===== config.mk =====
export PLATFORM = sky130hd
export DESIGN_NAME = cqm_dev_flat
export DESIGN_NICKNAME = d
export VERILOG_FILES = /design/src/verilog/cqm_pkg.sv /design/src/verilog/cqm_if.sv /design/src/verilog/cqm_dev.sv /design/src/verilog/cqm_fifo.sv /design/src/flat_wrapper.sv
export VERILOG_INCLUDE_DIRS = /design/src /design/src/verilog
export SDC_FILE = /design/constraint.sdc
export NUM_CORES = 1
export LEC_CHECK = 0
export BUFFER_PORTS_ARGS = -buffer_cell sky130_fd_sc_hd__buf_4
export CAP_MARGIN = 10
export CORE_AREA = 2 2 242 244
export DETAILED_ROUTE_END_ITERATION = 10
export DIE_AREA = 0 0 244 246
export GPL_TIMING_DRIVEN = 0
export PLACE_DENSITY = 0.72
export SLEW_MARGIN = 20
export SYNTH_ARGS = -nofsm -noshare
export SYNTH_HDL_FRONTEND = slang
export SYNTH_HIERARCHICAL = 1
export SYNTH_SLANG_ARGS = --single-unit

===== constraint.sdc =====
create_clock -name SYS_CLK -period 6 [get_ports SYS_CLK]
set_clock_uncertainty 0.2 [all_clocks]
set_input_delay 0.3 -clock SYS_CLK [delete_from_list [all_inputs] [get_ports SYS_CLK]]
set_output_delay 0.3 -clock SYS_CLK [all_outputs]
set_load 0.02 [all_outputs]

===== src/verilog/cqm_defs.svh =====
`ifndef CQM_DEFS_SVH
`define CQM_DEFS_SVH
// Connection and queue geometry
`define CQM_NCONN        4
`define CQM_CW           2
`define CQM_SLOT_W       13
`define CQM_SIZE_W       8
`define CQM_SIZE_SHIFT   5
`define CQM_TOTAL_SLOTS  14'h2000
`define CQM_SLOT_BYTES   2048
`define CQM_DATA_W       8
`define CQM_FIFO_DEPTH   8
`define CQM_FIFO_AW      3
`define CQM_IDLE_ONE     1'b1
`define CQM_CLK_HOLD     1'b0
// Latched status layout
`define CQM_ST_HIGH      0
`define CQM_ST_LOW       1
`define CQM_ST_W         2
`define CQM_ZERO_SLOT    13'h0000
`define CQM_ONE_SLOT     13'h0001
`define CQM_ZERO_ST      2'h0
`endif


===== src/verilog/cqm_pkg.sv =====
`include "cqm_defs.svh"
package cqm_pkg;
   typedef logic [`CQM_SLOT_W-1:0] cqm_slot_t;
   typedef logic [`CQM_SIZE_W-1:0] cqm_size_t;
   typedef logic [`CQM_ST_W-1:0]   cqm_stat_t;
   typedef enum logic {CQM_RXQ, CQM_TXQ} cqm_dir_t;
endpackage

===== src/verilog/cqm_if.sv =====
`timescale 1ns/1ps
`default_nettype none
`include "cqm_defs.svh"
// Software control link between queue manager and its host
interface cqm_if;
   logic [`CQM_NCONN-1:0]   connection_select;
   logic [`CQM_NCONN-1:0]   queue_pointer_clear;
   logic [`CQM_CW-1:0]      cfg_conn;
   logic                    cfg_wr;
   cqm_pkg::cqm_dir_t       cfg_dir;
   cqm_pkg::cqm_size_t      cfg_size;
   cqm_pkg::cqm_slot_t      cfg_base;
   cqm_pkg::cqm_slot_t      cfg_high;
   cqm_pkg::cqm_slot_t      cfg_low;
   logic [`CQM_ST_W-1:0]    cfg_ie;
   logic                    stat_rd;
   cqm_pkg::cqm_dir_t       stat_dir;
   logic [`CQM_CW-1:0]      stat_conn;
   cqm_pkg::cqm_stat_t      stat_data;
   logic                    stat_vld;
   logic [`CQM_NCONN-1:0]   global_queue_int_status;
   logic [`CQM_NCONN-1:0]   global_queue_int_enable;
   logic                    irq;
   modport dev (input connection_select, queue_pointer_clear, cfg_conn,
      cfg_wr, cfg_dir, cfg_size, cfg_base, cfg_high, cfg_low, cfg_ie,
      stat_rd, stat_dir, stat_conn, global_queue_int_enable,
      output stat_data, stat_vld, global_queue_int_status, irq);
   modport host (output connection_select, queue_pointer_clear, cfg_conn,
      cfg_wr, cfg_dir, cfg_size, cfg_base, cfg_high, cfg_low, cfg_ie,
      stat_rd, stat_dir, stat_conn, global_queue_int_enable,
      input stat_data, stat_vld, global_queue_int_status, irq);
endinterface
`default_nettype wire


===== src/verilog/cqm_dev.sv =====
`timescale 1ns/1ps
`default_nettype none
`include "cqm_defs.svh"
module cqm_dev (
   input  wire logic                      SYS_CLK,
   input  wire logic                      ARST_N,
   cqm_if.dev                             SW,
   // Slot traffic into and out of each queue (one per connection)
   input  wire logic [`CQM_NCONN-1:0]     RX_PUT,
   input  wire logic [`CQM_NCONN-1:0]     RX_TAKE,
   input  wire logic [`CQM_NCONN-1:0]     TX_PUT,
   input  wire logic [`CQM_NCONN-1:0]     TX_TAKE,
   // Serial-side data with hold-off while unconnected
   input  wire logic [`CQM_NCONN-1:0]     SER_TX_RAW,
   input  wire logic [`CQM_NCONN-1:0]     HDLC_RX_RAW,
   input  wire logic [`CQM_NCONN-1:0]     HDLC_CLK_RAW,
   output logic [`CQM_NCONN-1:0]          SER_TX,
   output logic [`CQM_NCONN-1:0]          HDLC_RX,
   output logic [`CQM_NCONN-1:0]          HDLC_CLK,
   output logic [`CQM_NCONN-1:0]          CONN_UP,
   // Byte stream into the serial side through the FIFO
   input  wire logic [`CQM_DATA_W-1:0]    ETH_DATA,
   input  wire logic                      ETH_VALID,
   output logic                           ETH_READY,
   output logic [`CQM_DATA_W-1:0]         WAN_DATA,
   output logic                           WAN_VALID,
   input  wire logic                      WAN_READY,
   output logic [`CQM_NCONN*2-1:0]        Q_EMPTY
);
   localparam int N = `CQM_NCONN;
   localparam int Q = 2 * N; // Index q: rx of conn c is c, tx is N+c
   cqm_pkg::cqm_slot_t base_q [Q];
   cqm_pkg::cqm_slot_t span_q [Q];
   cqm_pkg::cqm_slot_t high_q [Q];
   cqm_pkg::cqm_slot_t low_q  [Q];
   cqm_pkg::cqm_slot_t wr_q   [Q];
   cqm_pkg::cqm_slot_t rd_q   [Q];
   cqm_pkg::cqm_slot_t lvl_q  [Q];
   cqm_pkg::cqm_stat_t ie_q   [Q];
   cqm_pkg::cqm_stat_t lat_q  [Q];
   logic [N-1:0]       con_q;
   logic [N-1:0]       gstat_q;
   logic               irq_q;
   logic               svld_q;
   cqm_pkg::cqm_stat_t sdat_q;
   logic [Q-1:0]       put;
   logic [Q-1:0]       take;
   logic [Q-1:0]       clr;
   logic [Q-1:0]       hit_hi;
   logic [Q-1:0]       hit_lo;
   logic [Q-1:0]       rd_sel;
   logic [Q-1:0]       cfg_sel;
   logic [Q-1:0]       empty;
   logic [N-1:0]       drop;
   logic [N-1:0]       gsrc;
   logic [`CQM_CW:0]   sidx;
   logic [`CQM_CW:0]   cidx;

   // Connection edges; a drop flushes both queues together
   assign drop = con_q & ~SW.connection_select;
   assign put  = {TX_PUT & con_q, RX_PUT & con_q};
   assign take = {TX_TAKE & con_q, RX_TAKE & con_q};
   // Both directions cleared by one control
   assign clr  = {SW.queue_pointer_clear | drop,
                  SW.queue_pointer_clear | drop};
   assign sidx = (SW.stat_dir == cqm_pkg::CQM_TXQ) ?
                 {1'b1, SW.stat_conn} : {1'b0, SW.stat_conn};
   assign cidx = (SW.cfg_dir == cqm_pkg::CQM_TXQ) ?
                 {1'b1, SW.cfg_conn} : {1'b0, SW.cfg_conn};

   // Per-queue decodes and watermark events
   genvar g;
   generate
      for (g = 0; g < Q; g++)
      begin : gq
         logic [`CQM_SLOT_W-1:0] nxt;
         assign rd_sel[g]  = SW.stat_rd && (sidx == (`CQM_CW+1)'(g));
         assign cfg_sel[g] = SW.cfg_wr && (cidx == (`CQM_CW+1)'(g));
         assign nxt = lvl_q[g] + {{(`CQM_SLOT_W-1){1'b0}}, put[g]}
                      - {{(`CQM_SLOT_W-1){1'b0}}, take[g]};
         assign hit_hi[g] = (nxt > high_q[g]) && !(lvl_q[g] > high_q[g]);
         assign hit_lo[g] = (nxt < low_q[g]) != (lvl_q[g] < low_q[g]);
         assign empty[g]  = (lvl_q[g] == `CQM_ZERO_SLOT);

         // Ring pointers within the programmed region
         always_ff @(posedge SYS_CLK or negedge ARST_N)
         begin
            if (!ARST_N)
            begin
               wr_q[g]  <= `CQM_ZERO_SLOT;
               rd_q[g]  <= `CQM_ZERO_SLOT;
               lvl_q[g] <= `CQM_ZERO_SLOT;
            end
            else if (clr[g])
            begin
               wr_q[g]  <= base_q[g];
               rd_q[g]  <= base_q[g];
               lvl_q[g] <= `CQM_ZERO_SLOT;
            end
            else
            begin
               if (put[g])
                  wr_q[g] <= (wr_q[g] == base_q[g] + span_q[g]
                              - `CQM_ONE_SLOT) ? base_q[g]
                              : wr_q[g] + `CQM_ONE_SLOT;
               if (take[g])
                  rd_q[g] <= (rd_q[g] == base_q[g] + span_q[g]
                              - `CQM_ONE_SLOT) ? base_q[g]
                              : rd_q[g] + `CQM_ONE_SLOT;
               lvl_q[g] <= nxt;
            end
         end

         // Configuration, size scaled by 32 slots
         always_ff @(posedge SYS_CLK or negedge ARST_N)
         begin
            if (!ARST_N)
            begin
               base_q[g] <= `CQM_ZERO_SLOT;
               span_q[g] <= `CQM_ZERO_SLOT;
               high_q[g] <= `CQM_ZERO_SLOT;
               low_q[g]  <= `CQM_ZERO_SLOT;
               ie_q[g]   <= `CQM_ZERO_ST;
            end
            else if (cfg_sel[g])
            begin
               base_q[g] <= SW.cfg_base;
               span_q[g] <= `CQM_SLOT_W'({SW.cfg_size, 5'h00});
               high_q[g] <= SW.cfg_high;
               low_q[g]  <= SW.cfg_low;
               ie_q[g]   <= SW.cfg_ie;
            end
         end

         // Latches set regardless of enable; read clears, set wins
         always_ff @(posedge SYS_CLK or negedge ARST_N)
         begin
            if (!ARST_N)
               lat_q[g] <= `CQM_ZERO_ST;
            else
               lat_q[g] <= ({hit_lo[g], hit_hi[g]})
                           | (rd_sel[g] ? `CQM_ZERO_ST : lat_q[g]);
         end
      end
      // Global source per connection, gated per bit
      for (g = 0; g < N; g++)
      begin : gc
         assign gsrc[g] = |(lat_q[g] & ie_q[g]) | |(lat_q[N+g] & ie_q[N+g]);
      end
   endgenerate

   // Connection state, status answer and interrupt
   always_ff @(posedge SYS_CLK or negedge ARST_N)
   begin
      if (!ARST_N)
      begin
         con_q   <= '0;
         gstat_q <= '0;
         irq_q   <= 1'b0;
         svld_q  <= 1'b0;
         sdat_q  <= `CQM_ZERO_ST;
      end
      else
      begin
         con_q   <= SW.connection_select;
         gstat_q <= gsrc;
         irq_q   <= |(gsrc & SW.global_queue_int_enable);
         svld_q  <= SW.stat_rd;
         sdat_q  <= lat_q[sidx];
      end
   end

   // Serial-side hold-off while disconnected
   always_ff @(posedge SYS_CLK or negedge ARST_N)
   begin
      if (!ARST_N)
      begin
         SER_TX   <= {N{`CQM_IDLE_ONE}};
         HDLC_RX  <= {N{`CQM_IDLE_ONE}};
         HDLC_CLK <= {N{`CQM_CLK_HOLD}};
         CONN_UP  <= '0;
         Q_EMPTY  <= '1;
      end
      else
      begin
         SER_TX   <= (SER_TX_RAW & con_q) | ~con_q;
         HDLC_RX  <= (HDLC_RX_RAW & con_q) | ~con_q;
         HDLC_CLK <= HDLC_CLK_RAW & con_q;
         CONN_UP  <= con_q;
         Q_EMPTY  <= empty;
      end
   end

   assign SW.stat_vld                = svld_q;
   assign SW.stat_data               = sdat_q;
   assign SW.global_queue_int_status = gstat_q;
   assign SW.irq                     = irq_q;

   // Ethernet-to-WAN byte path, FIFO flushed when nothing is connected
   logic [`CQM_DATA_W-1:0] f_dat;
   logic                   f_vld;
   logic                   f_rdy;
   logic [`CQM_DATA_W-1:0] wd_q;
   logic                   wv_q;
   cqm_fifo #(.W(`CQM_DATA_W), .D(`CQM_FIFO_DEPTH), .A(`CQM_FIFO_AW)) u_f (
      .clk       (SYS_CLK),
      .arst_n    (ARST_N),
      .flush     (con_q == '0),
      .in_data   (ETH_DATA),
      .in_valid  (ETH_VALID),
      .in_ready  (f_rdy),
      .out_data  (f_dat),
      .out_valid (f_vld),
      .out_ready (!wv_q || WAN_READY)
   );
   assign ETH_READY = f_rdy;
   // Output stage register
   always_ff @(posedge SYS_CLK or negedge ARST_N)
   begin
      if (!ARST_N)
      begin
         wd_q <= '0;
         wv_q <= 1'b0;
      end
      else if (!wv_q || WAN_READY)
      begin
         wd_q <= f_dat;
         wv_q <= f_vld;
      end
   end
   assign WAN_DATA  = wd_q;
   assign WAN_VALID = wv_q;
endmodule
`default_nettype wire


===== src/verilog/cqm_fifo.sv =====
`timescale 1ns/1ps
`default_nettype none
module cqm_fifo #(
   parameter int W = 8,
   parameter int D = 8,
   parameter int A = 3
) (
   input  wire logic         clk,
   input  wire logic         arst_n,
   input  wire logic         flush,
   input  wire logic [W-1:0] in_data,
   input  wire logic         in_valid,
   output logic              in_ready,
   output logic [W-1:0]      out_data,
   output logic              out_valid,
   input  wire logic         out_ready
);
   logic [W-1:0] mem [D];
   logic [A-1:0] wp_q;
   logic [A-1:0] rp_q;
   logic [A:0]   cnt_q;
   wire          push = in_valid && in_ready;
   wire          pop  = out_valid && out_ready;
   // Honest full and empty from occupancy
   assign in_ready  = (cnt_q != D[A:0]);
   assign out_valid = (cnt_q != '0);
   assign out_data  = mem[rp_q];
   // Pointer and count update
   always_ff @(posedge clk or negedge arst_n)
   begin
      if (!arst_n)
      begin
         wp_q  <= '0;
         rp_q  <= '0;
         cnt_q <= '0;
      end
      else if (flush)
      begin
         wp_q  <= '0;
         rp_q  <= '0;
         cnt_q <= '0;
      end
      else
      begin
         if (push)
            wp_q <= (wp_q == A'(D - 1)) ? '0 : wp_q + 1'b1;
         if (pop)
            rp_q <= (rp_q == A'(D - 1)) ? '0 : rp_q + 1'b1;
         cnt_q <= cnt_q + {{A{1'b0}}, push} - {{A{1'b0}}, pop};
      end
   end
   // Storage
   always_ff @(posedge clk)
   begin
      if (push)
         mem[wp_q] <= in_data;
   end
endmodule
`default_nettype wire


===== src/flat_wrapper.sv =====
// flat-port wrapper written by rule: the top's interface ports become plain ports
module cqm_dev_flat 
  (SYS_CLK, ARST_N, RX_PUT, RX_TAKE, TX_PUT, TX_TAKE, SER_TX_RAW, HDLC_RX_RAW, HDLC_CLK_RAW, SER_TX, HDLC_RX, HDLC_CLK, CONN_UP, ETH_DATA, ETH_VALID, ETH_READY, WAN_DATA, WAN_VALID, WAN_READY, Q_EMPTY, SW_connection_select, SW_queue_pointer_clear, SW_cfg_conn, SW_cfg_wr, SW_cfg_dir, SW_cfg_size, SW_cfg_base, SW_cfg_high, SW_cfg_low, SW_cfg_ie, SW_stat_rd, SW_stat_dir, SW_stat_conn, SW_global_queue_int_enable, SW_stat_data, SW_stat_vld, SW_global_queue_int_status, SW_irq);
  cqm_if SW_i ();
  input  wire logic SYS_CLK;
  input  wire logic ARST_N;
  input  wire logic [`CQM_NCONN-1:0] RX_PUT;
  input  wire logic [`CQM_NCONN-1:0] RX_TAKE;
  input  wire logic [`CQM_NCONN-1:0] TX_PUT;
  input  wire logic [`CQM_NCONN-1:0] TX_TAKE;
  input  wire logic [`CQM_NCONN-1:0] SER_TX_RAW;
  input  wire logic [`CQM_NCONN-1:0] HDLC_RX_RAW;
  input  wire logic [`CQM_NCONN-1:0] HDLC_CLK_RAW;
  output logic [`CQM_NCONN-1:0] SER_TX;
  output logic [`CQM_NCONN-1:0] HDLC_RX;
  output logic [`CQM_NCONN-1:0] HDLC_CLK;
  output logic [`CQM_NCONN-1:0] CONN_UP;
  input  wire logic [`CQM_DATA_W-1:0] ETH_DATA;
  input  wire logic ETH_VALID;
  output logic ETH_READY;
  output logic [`CQM_DATA_W-1:0] WAN_DATA;
  output logic WAN_VALID;
  input  wire logic WAN_READY;
  output logic [`CQM_NCONN*2-1:0] Q_EMPTY;
  input wire logic [$bits(SW_i.connection_select)-1:0] SW_connection_select;
  input wire logic [$bits(SW_i.queue_pointer_clear)-1:0] SW_queue_pointer_clear;
  input wire logic [$bits(SW_i.cfg_conn)-1:0] SW_cfg_conn;
  input wire logic [$bits(SW_i.cfg_wr)-1:0] SW_cfg_wr;
  input wire logic [$bits(SW_i.cfg_dir)-1:0] SW_cfg_dir;
  input wire logic [$bits(SW_i.cfg_size)-1:0] SW_cfg_size;
  input wire logic [$bits(SW_i.cfg_base)-1:0] SW_cfg_base;
  input wire logic [$bits(SW_i.cfg_high)-1:0] SW_cfg_high;
  input wire logic [$bits(SW_i.cfg_low)-1:0] SW_cfg_low;
  input wire logic [$bits(SW_i.cfg_ie)-1:0] SW_cfg_ie;
  input wire logic [$bits(SW_i.stat_rd)-1:0] SW_stat_rd;
  input wire logic [$bits(SW_i.stat_dir)-1:0] SW_stat_dir;
  input wire logic [$bits(SW_i.stat_conn)-1:0] SW_stat_conn;
  input wire logic [$bits(SW_i.global_queue_int_enable)-1:0] SW_global_queue_int_enable;
  output wire logic [$bits(SW_i.stat_data)-1:0] SW_stat_data;
  output wire logic [$bits(SW_i.stat_vld)-1:0] SW_stat_vld;
  output wire logic [$bits(SW_i.global_queue_int_status)-1:0] SW_global_queue_int_status;
  output wire logic [$bits(SW_i.irq)-1:0] SW_irq;
  assign SW_i.connection_select = SW_connection_select;
  assign SW_i.queue_pointer_clear = SW_queue_pointer_clear;
  assign SW_i.cfg_conn = SW_cfg_conn;
  assign SW_i.cfg_wr = SW_cfg_wr;
  assign SW_i.cfg_dir = SW_cfg_dir;
  assign SW_i.cfg_size = SW_cfg_size;
  assign SW_i.cfg_base = SW_cfg_base;
  assign SW_i.cfg_high = SW_cfg_high;
  assign SW_i.cfg_low = SW_cfg_low;
  assign SW_i.cfg_ie = SW_cfg_ie;
  assign SW_i.stat_rd = SW_stat_rd;
  assign SW_i.stat_dir = SW_stat_dir;
  assign SW_i.stat_conn = SW_stat_conn;
  assign SW_i.global_queue_int_enable = SW_global_queue_int_enable;
  assign SW_stat_data = SW_i.stat_data;
  assign SW_stat_vld = SW_i.stat_vld;
  assign SW_global_queue_int_status = SW_i.global_queue_int_status;
  assign SW_irq = SW_i.irq;
  cqm_dev u_core (.SYS_CLK(SYS_CLK), .ARST_N(ARST_N), .SW(SW_i), .RX_PUT(RX_PUT), .RX_TAKE(RX_TAKE), .TX_PUT(TX_PUT), .TX_TAKE(TX_TAKE), .SER_TX_RAW(SER_TX_RAW), .HDLC_RX_RAW(HDLC_RX_RAW), .HDLC_CLK_RAW(HDLC_CLK_RAW), .SER_TX(SER_TX), .HDLC_RX(HDLC_RX), .HDLC_CLK(HDLC_CLK), .CONN_UP(CONN_UP), .ETH_DATA(ETH_DATA), .ETH_VALID(ETH_VALID), .ETH_READY(ETH_READY), .WAN_DATA(WAN_DATA), .WAN_VALID(WAN_VALID), .WAN_READY(WAN_READY), .Q_EMPTY(Q_EMPTY));
endmodule

# == Yosys cells after proc, flatten, opt, wreduce, memory -nomap -nowiden ==
# Memories as Yosys holds them, arrays and structs flattened. A register that Yosys moved wholly into a read port is not among the register bits.
# Cells that the tools add are included.
# op_classes
shifts,0
n_eq_ne,25
muxes,30
n_addsub,20
n_div,0
mul,0
reduce_logical,60
n_bitwise,35
magnitude_cmp,33
# op_table
op,n
$gt 13x13->1,16
$lt 13x13->1,16
$add 13x1->13,8
$logic_not 13->1,8
$mux 13,8
$sub 13x1->13,8
$and 4x4->4,9
$eq 3x3->1 const B,10
$logic_and 1x1->1,26
$mux 3,8
$mux 2,10
$and 2x2->2,8
$or 2x2->2,8
$reduce_or 2->1,8
$eq 3x2->1 const B,4
$or 4x4->4,3
$logic_not 1->1,10
$ne 1x1->1,8
$not 4->4,2
$add 3x1->3 const B,2
$bmux 2 s3,1
$eq 3x1->1 const B,2
$logic_not 3->1,2
$add 4x1->4,1
other kinds (12),17
# totals
register_bits,391
out_inout_bits,42
latchBits,0
n_memories,1
ram_bits,64
mem_bits_ro,0
inputBits,109
wordCells,258
# mem_list
memory,words,word_bits,rd,rd_ports_with_merged_regs,write_ports,line_no,source
u_core.u_f.mem,8,8,1,1,1,cqm_fifo.sv:18,logic [W-1:0] mem [D];

# == Depth between registers and ports, before layout ==
# Gate-level depths: netlist of run 1.
# depth
word_depth,6
depth_mapped,19
ltp_nobuf,19

# == Hierarchy ==
# Netlist of run 1, hierarchy kept.
# by_module_without_submodules
mod,instances,area_per_inst_um2,cells_per_inst,seq_area_each_um2
cqm_dev,1,28031.9,2847,9754.4
cqm_fifo,1,3160.5,169,2172.1

# == Worst setup path after synthesis of run 1 ==
# OpenSTA, ideal clock, no wires.
# synth_path
path_type,reg2reg
startpoint,register u_core.con_q[2]
endpoint,register u_core/lat_q[11] (netlist bit)
slack_ns,1.706
required_ns,5.680
n_path_buf,1
setup_ns,0.120
t_arrival_ns,3.975
stages_incl_launch_ff,19
synth_period_minus_slack_ns,4.294
cell_sequence,dfrtp_1 clkbuf_1 and2_1 ha_1 inv_1 ha_1 fa_1 a211o_1 and3_4 o41ai_2 o21bai_1 a21oi_2 xnor2_1 ha_1 a21o_1 a21o_1 a2111oi_0 xnor2_1 nand2_1
# synth_via
elab_chain_cells,6
word_cells_on_any_way,7
cone_classes,2 x add/sub; 1 x order compare; 1 x eq/ne; 3 x bitwise
# synth_lines
item,line_no,source
"start, declared",cqm_dev.sv:41,logic [N-1:0] con_q;
"start signal, assigned",cqm_dev.sv:165,con_q <= SW.connection_select;
$and 4x4->4,cqm_dev.sv:61,"assign put = {TX_PUT & con_q, RX_PUT & con_q};"
$add 13x1->13,cqm_dev.sv:79,"assign nxt = lvl_q[g] + {{(`CQM_SLOT_W-1){1'b0}}, put[g]}"
$sub 13x1->13 *,cqm_dev.sv:79,
$lt 13x13->1 *,cqm_dev.sv:82,assign hit_lo[g] = (nxt < low_q[g]) != (lvl_q[g] < low_q[g]);
$ne 1x1->1 *,cqm_dev.sv:82,
$or 2x2->2 *,cqm_dev.sv:141,"lat_q[g] <= ({hit_lo[g], hit_hi[g]})"
"end signal, assigned by index",cqm_dev.sv:139,lat_q[g] <= `CQM_ZERO_ST;
"end signal, assigned by index",cqm_dev.sv:141,
"end, declared",cqm_dev.sv:40,cqm_pkg::cqm_stat_t lat_q [Q];
# Mark *: on every way between the ends. The rest lies on a longest branch, timed or not.
# A chain may end at the register's enable or synchronous reset.

# == Final worst setup path of run 1 ==
# layout_path
startpoint,register u_core.con_q[0]
endpoint,register u_core/lat_q[7] (netlist bit)
# The elaborated chain is that of the path after synthesis.

==> metrics.cfg, run 1 <==
[yosys]
ys_types = 77
yosysTopAreaCell = dfrtp_1
netlist_top_cells_area = dfrtp_1, ha_1, edfxtp_1
synth-edff-count = 64
async_flop_share = 0.862
synth_top_area_share = 0.307
synth-seq-area-share = 0.382
synth_nets = 3688
syn_inst = 3016
ys.flop_type = dfrtp_1
ys_warn_count = 6
synth.avg_cell_area_sq_um = 10.3
synth_seq_cells = 463
synth_area_sq_um = 31200

[timing]
finalMaxSlewViolations = 0
tns_ns = 0
hold_violations = 0
rsz0062_at_grt = no
fin_crit_sh = 0.906
tightest_slew_ns = 1.05
hold_slack_ns = 0.0637
maxClockFrequency_mhz = 184
setup_viol = 0
slew_headroom = 0.294
fin_crit_ns = 5.43

[detailed_routing]
routedWlPerCell_um = 20.6
wl_um = 84100
post-route-drc-count = 0
vias = 23800
viasPerCell = 5.83
drt_iter0_drc = 1424
ant_nets = 0
firstDrtPassIters = 7

[worst_setup_path]
crit_type = flop to flop
critPathCaptureType = flop
cp-startpoint = u_core/con_q[0]$_DFF_PN0_
critPathMaxFanout = 10
critPathRequiredTime_ns = 6.30
r2r_cells = 18
rr_startpoint = u_core/con_q[0]$_DFF_PN0_
rrSetupSlack_ns = 0.57
critPathLaunchType = flop
cp.arrival_ns = 5.73
endpoint = u_core/lat_q[7]$_DFF_PN0_
r2r-end = u_core/lat_q[7]$_DFF_PN0_

[place]
dp.cells = 3910
hpwlAfterDp_um = 62400
portBuffers = 125
gp_congestion = 0.965

[cells_and_area]
drive_above_1_share = 0.130
layout.cells.non_filler = 4078
area_growth_pct = 14.6
nets = 3938

[floorplanning]
die_area_sq_um = 60000
core-area_sq_um = 57400
die_w_um = 244
ioPinCount = 151
start_util = 0.544
dieHeight_um = 246
rows = 88

[clocking]
cts_tree = done
htree_levels = 2
clkLatencyLatePin_ns = 0.63
cts-root-buf = clkbuf_16
numCtsBuffers = 51
ctsLongestPathBuffers = 3
cts.sinks = 463
clk_pin_slew_worst_paths_ns = 0.07

[pwr]
power_density_nw_per_um2 = 547
finalPower_mw = 19.6
ir_drop_mv = 0.341
p_leak_nw = 17.2

[job]
max_cap_viol_count = 0

[global_route]
grt_max_degree = 104
antenna_found_initial = 7
grt.total_usage = 0.284
grt_pass1_wl_um = 134000
grt_busiest_layer = met2
first_global_vias = 24800
gr-total-overflow = 0
grtUsageMet1 = 0.372
use_met3 = 0.0341
grtUsageMet2 = 0.480

[run_status]
status = complete, no violations

[min_path]
hp-class = primary input to async pin

per-stage QoR:
step,util,instance area [sq um],worst slack [ns]
4_1_cts,0.623,35700,0.542
5_1_grt,0.623,35700,0.336
3_5_place_dp,0.579,33200,0.545
6_report,0.623,35700,0.566
2_1_floorplan,-,31200,1.71
3_3_place_gp,0.577,33100,0.435
cell type report:
cell class | instances | area (sq um)
inverter | 352 | 1320
antenna | 4 | 10.0
multi-input combinational | 2147 | 17700
timing repair buffer | 197 | 1750
tap | 765 | 957
fill | 4579 | 21600
sequential | 463 | 11900
clock inverter | 32 | 452
buffer | 54 | 245
clock buffer | 64 | 1380
cell usage in the layout, fill, tap and decap left out, types with 59 or more instances in the layout:
master / instances
dlygate4sd3_1: 67
a21oi_1: 156
nand2_1: 201
mux2_2: 146
a21o_1: 107
edfxtp_1: 64
nor2_1: 127
nand4_1: 59
ha_1: 554
inv_1: 351
and2_1: 84
buf_4: 124
dfrtp_1: 383
o21ai_0: 172
flip-flops by register name, summed over array words and instances (netlist names):
signal	count
u_core/SW.stat_vld	1
u_core/u_f/cnt_q	4
u_core/WAN_DATA	8
u_core/HDLC_CLK	4
u_core/SER_TX	4
u_core/SW.stat_data	2
u_core/Q_EMPTY	8
u_core/low_q	104
u_core/u_f/rp_q	3
u_core/WAN_VALID	1
u_core/HDLC_RX	4
u_core/con_q	4
u_core/high_q	104
u_core/u_f/mem	64
u_core/u_f/wp_q	3
u_core/CONN_UP	4
u_core/ie_q	16
u_core/SW.global_queue_int_status	4
u_core/SW.irq	1
u_core/lvl_q	104
u_core/lat_q	16
worst max-delay path, stage by stage, from the launching register on:
cell	delay, ns
dfrtp_1	0.35
clkbuf_1	0.50
nand2_1	0.12
ha_1	0.31
inv_1	0.05
ha_1	0.20
fa_1	0.43
a211o_1	0.31
and3_1	0.21
o41ai_2	0.25
o21bai_1	0.17
a21oi_2	0.18
xnor2_1	0.14
ha_1	0.33
nand4_1	0.17
a2111oi_0	0.75
a2111oi_2	0.10
xor2_1	0.44
nand2_1	0.09
per-layer routing:
| layer | routed length [um] | vias to the layer above |
|---|---|---|
| met5 | 0 | - |
| met4 | 3330 | 0 |
| met3 | 3810 | 194 |
| met2 | 40000 | 624 |
| met1 | 37000 | 11700 |
| li1 | - | 11200 |
logic make-up (layout without fill, tap and decap cells):
family / after synthesis / count (layout) / synth area share
mux: 166 / 166 / 0.0691
flops: 463 / 463 / 0.382
other cells: 0 / 4 / 0
xor+xnor: 97 / 97 / 0.0272
buf+inv: 406 / 699 / 0.0502
simple gates: 703 / 703 / 0.115
compound gates: 618 / 618 / 0.128
fa+ha+maj: 563 / 563 / 0.228
report_power, final:
group / switching [mW] / internal [mW]
clock: 1.39 / 2.00
sequential: 0.603 / 3.95
combinational: 6.58 / 5.05
total: 8.56 / 11.0
worst min path at each step:
stage | from | end | slack, ns | cells past startpoint
after floorplan | ARST_N | u_core/CONN_UP[0]$_DFF_PN0_ | -0.20 | 0
after global placement | u_core/con_q[0]$_DFF_PN0_ | u_core/CONN_UP[0]$_DFF_PN0_ | 0.16 | 0
after detailed placement | ARST_N | u_core/HDLC_CLK[2]$_DFF_PN0_ | 0.03 | 1
after CTS | ARST_N | u_core/Q_EMPTY[6]$_DFF_PN1_ | 0.04 | 2
after global routing | ARST_N | u_core/Q_EMPTY[6]$_DFF_PN1_ | 0.05 | 2
final | ARST_N | u_core/Q_EMPTY[6]$_DFF_PN1_ | 0.06 | 2
cell usage after synthesis (10+ instances only):
library cell and instances:
nand4b_1 11, xor2_1 45, a31oi_1 15, xnor2_1 52, nor4_1 14, ha_1 554, a21o_1 107, and2_1 84
edfxtp_1 64, o21bai_1 33, nand2b_1 42, mux4_1 16, nor2_1 127, nor2b_1 52, nand2_1 201, a211oi_1 12
a22oi_1 10, a21oi_1 156, nor3_1 34, inv_1 351, nand4_1 59, nand3_1 35, o21ai_0 172, a2111oi_0 19
clkbuf_1 38, mux2_2 146, dfstp_2 16, dfrtp_1 383
repair_timing:
item                                   4_1_cts  5_1_grt
resized for setup                            0        0
setup buffers                                0        0
hold buffers                                68        0
setup endpoints to repair                    0        0
endpoints found under the hold margin      539        0
Power figures use the tool's default switching activity.
==> run 2, diff against run 1 <==
--- a/config.mk
+++ b/config.mk
@@ -9,10 +9,11 @@
 export BUFFER_PORTS_ARGS = -buffer_cell sky130_fd_sc_hd__buf_4
 export CAP_MARGIN = 10
 export CORE_AREA = 2 2 242 244
+export CTS_BUF_LIST = sky130_fd_sc_hd__clkbuf_2
 export DETAILED_ROUTE_END_ITERATION = 10
 export DIE_AREA = 0 0 244 246
 export GPL_TIMING_DRIVEN = 0
-export PLACE_DENSITY = 0.72
+export PLACE_DENSITY = 0.75
 export SLEW_MARGIN = 20
 export SYNTH_ARGS = -nofsm -noshare
 export SYNTH_HDL_FRONTEND = slang
==> constraint.sdc (replaced) <==
create_clock -name SYS_CLK -period 4.9 [get_ports SYS_CLK]
set_clock_uncertainty 0.2 [all_clocks]
set_input_delay 0.245 -clock SYS_CLK [delete_from_list [all_inputs] [get_ports SYS_CLK]]
set_output_delay 0.245 -clock SYS_CLK [all_outputs]
set_load 0.02 [all_outputs]
==> metrics.cfg, run 2 (synthesis gave the netlist of run 1 again) <==
[run_status]
status = complete, no violations

[timing]
fin_crit_sh = 0.966  ; +0.0602
hold_violations = 0  ; unchanged
tns_ns = 0  ; unchanged
maxClockFrequency_mhz = 211  ; +15%
slew_headroom = 0.242  ; -0.0528
tightest_slew_ns = 1.13  ; +0.0785 ns
setup_viol = 0  ; unchanged
fin_crit_ns = 4.73  ; -0.701 ns
finalMaxSlewViolations = 0  ; unchanged

[pwr]
seqPwrFrac = 0.241  ; +0.008
power_switching_mw = 10.7  ; +24%
ir_drop_mv = 0.436  ; +28%
comb_power_share = 0.637  ; +0.043
power_density_nw_per_um2 = 634  ; +16%
p_leak_nw = 17.7  ; +3.1%
switching_share = 0.462  ; +0.0241
power.internal_mw = 12.4  ; +13%
clockPowerShare = 0.122  ; -0.051

[clocking]
clk_pin_slew_worst_paths_ns = 0.10  ; +0.03 ns
clkLatencyLatePin_ns = 1.18  ; +0.55 ns
htree_levels = 3  ; +1
cts-root-buf = clkbuf_2
cts.sinks = 463  ; unchanged
numCtsBuffers = 117  ; +130%
ctsLongestPathBuffers = 3  ; unchanged
cts_tree = done

[place]
hpwlAfterDp_um = 62300  ; about the same
portBuffers = 125  ; unchanged
gp_congestion = 0.944  ; -2.2%
dp.cells = 3910  ; unchanged

[floorplanning]
dieHeight_um = 246  ; unchanged
die_w_um = 244  ; unchanged
start_util = 0.544  ; unchanged
rows = 88  ; unchanged
die_area_sq_um = 60000  ; unchanged
ioPinCount = 151  ; unchanged
core-area_sq_um = 57400  ; unchanged

[detailed_routing]
wl_um = 87600  ; +4.1%
ant_nets = 0  ; unchanged
drt_iter0_drc = 1583  ; +11%
routedWlPerCell_um = 20.3  ; -1.6%
viasPerCell = 5.76  ; -1.3%
firstDrtPassIters = 8  ; +1
post-route-drc-count = 0  ; unchanged
vias = 24800  ; +4.5%

[worst_setup_path]
cp.arrival_ns = 5.59  ; -0.14 ns
critPathMaxFanout = 11  ; +1
crit_type = flop to flop
critPathRequiredTime_ns = 5.75  ; -0.55 ns
critPathLaunchType = flop
critPathCaptureType = flop

[cells_and_area]
reg_top3 = u_core/high_q x104, u_core/low_q x104, u_core/lvl_q x104
utilization = 0.635  ; +0.0117
layout_commonest_cell = ha_1
final_cell_mix = ha_1, dfrtp_1, inv_1
nets = 4124  ; +4.7%
area_growth_pct = 16.8
fillers = 4519  ; -1.3%
drive_above_1_share = 0.158  ; +0.0285
layout.cells.non_filler = 4317  ; +5.9%

[min_path]
hp-class = primary input to flop

[global_route]
antenna_found_initial = 7  ; unchanged
first_global_vias = 26100  ; +5.4%
gr-total-overflow = 0  ; unchanged
grt_pass1_wl_um = 138000  ; +3.7%
grt.total_usage = 0.293  ; +0.00971
grt_max_degree = 106  ; +1.9%

[job]
max_cap_viol_count = 0  ; unchanged

[run 2: power by group through the flow]
stage	Clock (mW)	Combinational (mW)	Sequential (mW)
after global placement	0	13.1	5.57
final	2.81	14.7	5.56
after CTS	2.89	14.2	5.54
after detailed placement	0	13.9	5.62
after global routing	3.11	16.5	5.66
after floorplan	0	10.2	5.42
[run 2: through the flow]
step,setup WS (ns),area [sq um],hold WS (ns),power [mW]
6_report,0.167,36400,0.113,23.1
5_1_grt,-0.174,36400,0.0512,25.3
3_3_place_gp,-0.499,33100,0.155,18.7
3_5_place_dp,-0.269,33200,-0.158,19.5
2_1_floorplan,0.606,31200,-0.251,15.6
4_1_cts,0.000964,36200,0.00305,22.6
[run 2: final timing paths]
check | startpoint | end | slack (ns) | cells past startpoint
max in group asynchronous | ARST_N | u_core/HDLC_RX[0]$_DFF_PN1_ | 2.62 | 6
min in group asynchronous | ARST_N | u_core/lvl_q[21]$_DFF_PN0_ | 0.47 | 4
setup reg to reg | u_core/con_q[2]$_DFF_PN0_ | u_core/lat_q[11]$_DFF_PN0_ | 0.17 | 17
hold / removal | SW_cfg_wr | u_core/ie_q[6]$_DFFE_PN0P_ | 0.11 | 5
hold reg to reg | u_core/con_q[3]$_DFF_PN0_ | u_core/CONN_UP[3]$_DFF_PN0_ | 0.21 | 0
setup / recovery | u_core/con_q[2]$_DFF_PN0_ | u_core/lat_q[11]$_DFF_PN0_ | 0.17 | 17
[run 2: final cells by class]
type / count / area (sq um) / area share
inverters: 352 / 1320 / 0.0363
flip-flops and latches: 463 / 11900 / 0.328
diodes: 5 / 12.5 / 0.000344
well taps: 765 / 957 / 0.0263
multi-input cells: 2147 / 17900 / 0.491
clock inverters: 41 / 270 / 0.00742
clock buffers: 173 / 866 / 0.0238
plain buffers: 52 / 238 / 0.00653
repair buffers: 319 / 2940 / 0.0806
[run 2: what timing repair did]
| action | 4_1_cts | 5_1_grt |
|---|---|---|
| hold buffers | 181 | 0 |
| buffers inserted | 0 | 9 |
| resized for setup | 4 | 30 |
| pin swaps | 0 | 9 |
| hold endpoints to repair | 910 | 0 |
| setup endpoints to repair | 6 | 13 |
[run 2: metal layers]
metal,vias to the layer above,global-route usage,routed length [um],part of all wire
met2,737,0.497,42100,0.48
met5,-,0,26,0.00030
met4,4,0.136,3640,0.042
met1,12200,0.368,36900,0.42
li1,11700,-,-,-
met3,217,0.0477,4890,0.056
[run 2: critical path, cell delays in order (launching register included)]
cell       delay [ns]
dfrtp_2          0.52
and2_1           0.18
ha_1             0.27
inv_1            0.04
ha_1             0.20
fa_1             0.42
a211o_1          0.27
and3_4           0.19
o41ai_4          0.28
o21bai_1         0.16
a21oi_2          0.18
xnor2_1          0.24
ha_1             0.33
a21o_1           0.19
a21o_1           0.18
a2111oi_1        0.53
xnor2_1          0.18
nand2_1          0.07
==> run 3, diff against run 2 <==
--- a/config.mk
+++ b/config.mk
@@ -6,12 +6,13 @@
 export SDC_FILE = /design/constraint.sdc
 export NUM_CORES = 1
 export LEC_CHECK = 0
+export ABC_AREA = 1
 export BUFFER_PORTS_ARGS = -buffer_cell sky130_fd_sc_hd__buf_4
 export CAP_MARGIN = 10
-export CORE_AREA = 2 2 242 244
+export CORE_AREA = 2 2 255 257
 export CTS_BUF_LIST = sky130_fd_sc_hd__clkbuf_2
 export DETAILED_ROUTE_END_ITERATION = 10
-export DIE_AREA = 0 0 244 246
+export DIE_AREA = 0 0 257 259
 export GPL_TIMING_DRIVEN = 0
 export PLACE_DENSITY = 0.75
 export SLEW_MARGIN = 20
==> metrics.cfg, run 3 <==
[worst_setup_path]
critPathCaptureType = flop
critPathRequiredTime_ns = 5.86  ; +0.11 ns
endpoint = u_core/lat_q[0]$_DFF_PN0_
cp-startpoint = u_core/con_q[3]$_DFF_PN0_
rrSetupSlack_ns = 0.19  ; +0.02 ns
crit_type = flop to flop
cp.arrival_ns = 5.67  ; +0.08 ns
critPathMaxFanout = 8  ; -3
max_stage_delay_ns = 0.60  ; +0.07 ns
rr_startpoint = u_core/con_q[3]$_DFF_PN0_
slowest_stage = dlygate4sd3_1
r2r-end = u_core/lat_q[0]$_DFF_PN0_
r2r_cells = 24  ; +7
path_common_cell = nand2_1
cp_num_cells = 24  ; +7
critPathLaunchType = flop
path_cells = nand2_1 -> inv_1 -> ha_1 -> dlygate4sd3_1 -> inv_1 -> fa_1 -> dlygate4sd3_1 -> nand2_1 -> nand2_1 -> nand3b_1 -> nand2_1 -> nand2_1 -> nand3_1 -> nand2_1 -> inv_1 -> ha_1 -> nand2_1 -> nor2_1 -> inv_1 -> nor2_1 -> nand2_1 -> a21oi_1 -> nand2_1 -> nand2_1
cp_num_buf_inv = 6  ; +5
path_delay_family = buffers and inverters

[clocking]
numCtsBuffers = 118  ; +0.85%
cts.sinks = 463  ; unchanged
clk_pin_slew_worst_paths_ns = 0.12  ; +0.02 ns
cts-root-buf = clkbuf_2
ctsLongestPathBuffers = 3  ; unchanged
htree_levels = 3  ; unchanged
cts_tree = done
clkLatencyLatePin_ns = 1.26  ; +0.08 ns

[place]
hpwlAfterDp_um = 69300  ; +11%
gp_congestion = 0.936  ; -0.82%
portBuffers = 129  ; +3.2%
dpl_worst_slack_ns = 0.930  ; +1.20 ns
placed_area_sq_um = 36900  ; +11%

[pwr]
finalPower_mw = 24.7  ; +7.2%
power_density_nw_per_um2 = 611  ; -3.6%
ir_drop_mv = 0.483  ; +11%
p_leak_nw = 22.6  ; +28%

[yosys]
netlist_top_cells_area = dfrtp_1, ha_1, nand2_1
synth-edff-count = 64  ; unchanged
synth_seq_cells = 463  ; unchanged
syn_inst = 4706  ; +56%
ys.flop_type = dfrtp_1
async_flop_share = 0.862  ; unchanged
ys_warn_count = 6  ; unchanged
synth.most_common_cell = nand2_1
yosysTopAreaCell = dfrtp_1
synth_top_area_share = 0.276  ; -0.0310
synth_area_sq_um = 34700  ; +11%
yosys-top-cells-count = nand2_1, inv_1, ha_1, dfrtp_1, nor2_1
ys_types = 41  ; -47%
synth.avg_cell_area_sq_um = 7.37  ; -29%
synth_nets = 5378  ; +46%
synth-seq-area-share = 0.344  ; -0.0386

[detailed_routing]
firstDrtPassIters = 5  ; -3
drt_iter0_drc = 2132  ; +35%
viasPerCell = 5.10  ; -11%
ant_nets = 0  ; unchanged
wl_um = 94200  ; +7.6%
post-route-drc-count = 0  ; unchanged
routedWlPerCell_um = 15.3  ; -25%
vias = 31400  ; +26%

[timing]
rsz0062_at_grt = no
finalMaxSlewViolations = 0  ; unchanged
fin_crit_sh = 0.961  ; -0.00479
fin_crit_ns = 4.71  ; -0.0235 ns
maxClockFrequency_mhz = 212  ; +0.50%
setup_viol = 0  ; unchanged
tightest_slew_ns = 0.852  ; -0.275 ns
hold_violations = 0  ; unchanged
slew_headroom = 0.429  ; +0.187
setup_ws_ns = 0.191  ; +0.0235 ns

[run_status]
status = complete, no violations

[floorplanning]
core-area_sq_um = 63900  ; +11%
rows = 93  ; +5.7%
die_w_um = 257  ; +5.3%
dieHeight_um = 259  ; +5.3%
die_area_sq_um = 66600  ; +11%
ioPinCount = 151  ; unchanged
start_util = 0.543  ; -0.000596

[cells_and_area]
reg_top3 = u_core/high_q x104, u_core/low_q x104, u_core/lvl_q x104
nets = 5877  ; +43%
area_growth_pct = 16.7  ; about the same
ff_latch_area_sq_um = 11900  ; about the same
fillers = 5462  ; +21%
multi_input_area_sq_um = 18800  ; +5.0%
layout_commonest_cell = nand2_1
drive_above_1_share = 0.0838  ; -0.0746
final_cell_mix = nand2_1, inv_1, ha_1
design_area_sq_um = 40500  ; +11%

[global_route]
gr-total-overflow = 0  ; unchanged
first_global_vias = 30900  ; +18%
antenna_found_initial = 8  ; +1
grt_max_degree = 92  ; -13%
grt_pass1_wl_um = 154000  ; +11%
grt.total_usage = 0.287  ; -0.00666

[job]
max_cap_viol_count = 0  ; unchanged

[min_path]
hp-class = primary input to flop
whs_path_depth = 4  ; -1
min-delay-start = HDLC_RX_RAW[3]

[run 3: cell types whose count changed in the layout (fill, tap and decap cells not counted), moves of 62 or more]
cell	previous run	this run
nand2_1	201	1424
inv_1	351	947
nor2_1	127	373
nand3_1	35	198
mux2_2	146	8
a21o_1	107	2
and2_1	84	0
dlygate4sd3_1	181	243
[run 3: metrics by stage]
| stage | hold slack, ns | std cells | TNS [ns] | utilization |
|---|---|---|---|---|
| detailed placement | -0.0231 | 5695 | 0 | 0.578 |
| finish | 0.124 | 6153 | 0 | 0.634 |
| CTS | 0.00946 | 6151 | 0 | 0.634 |
| global placement | 0.170 | 5690 | -238.29 | 0.575 |
| global route | 0.0813 | 6153 | 0 | 0.634 |
| floorplan | -0.251 | 4706 | 0 | - |
[run 3: worst min-delay path by stage]
stage	slack, ns	endpoint
after floorplan	-0.25	u_core/CONN_UP[0]$_DFF_PN0_
after global placement	0.17	u_core/con_q[2]$_DFF_PN0_
after global routing	0.08	u_core/con_q[0]$_DFF_PN0_
final	0.12	u_core/HDLC_RX[3]$_DFF_PN1_
after CTS	0.009	u_core/con_q[0]$_DFF_PN0_
after detailed placement	-0.02	u_core/WAN_DATA[1]$_DFFE_PN0P_
[run 3: cell type report]
type	count	share of cell area
flip-flops and latches	463	0.295
multi-input cells	3223	0.464
inverters	952	0.0884
clock buffers	167	0.0206
repair buffers	379	0.0884
plain buffers	68	0.0110
diodes	1	0.0000618
well taps	855	0.0264
clock inverters	45	0.00633
[run 3: per-layer routing]
metal | global-route usage | wire (um)
met5 | 0 | 79
met4 | 0.117 | 3340
met3 | 0.0521 | 6750
met2 | 0.482 | 43800
met1 | 0.365 | 40300
[run 3: power breakdown]
group | total, mW | internal [mW] | switching [mW]
sequential | 5.48 | 4.76 | 0.723
combinational | 16.5 | 6.23 | 10.3
clock | 2.75 | 1.02 | 1.73
[run 3: cells by family after synthesis]
kind of cell	Yosys count	share of synthesized area
adder cells (fa/ha/maj)	563	0.205
flip-flops	463	0.344
buffers and inverters	1020	0.116
AND/OR/NAND/NOR	2130	0.247
AO/OA/AOI/OAI	465	0.0712
multiplexers	8	0.00260
XOR/XNOR	57	0.0144
[run 3: what timing repair did]
| item | CTS | global route |
|---|---|---|
| resized for setup | 0 | 3 |
| setup buffers | 0 | 1 |
| hold buffers | 244 | 0 |
| hold endpoints to repair | 902 | 0 |
| endpoints found under the setup margin | 0 | 6 |
[run 3: worst reg2reg max path: stages (launching register included)]
cell and delay, ns:
dfrtp_4 0.59, nand2_1 0.08, inv_1 0.08, ha_1 0.16
dlygate4sd3_1 0.55, inv_1 0.08, fa_1 0.40, dlygate4sd3_1 0.60
nand2_1 0.16, nand2_1 0.09, nand3b_1 0.09, nand2_1 0.08
nand2_1 0.10, nand3_1 0.07, nand2_1 0.11, inv_1 0.08
ha_1 0.29, nand2_1 0.06, nor2_1 0.14, inv_1 0.10
nor2_1 0.12, nand2_1 0.06, a21oi_1 0.15, nand2_1 0.15
nand2_1 0.10
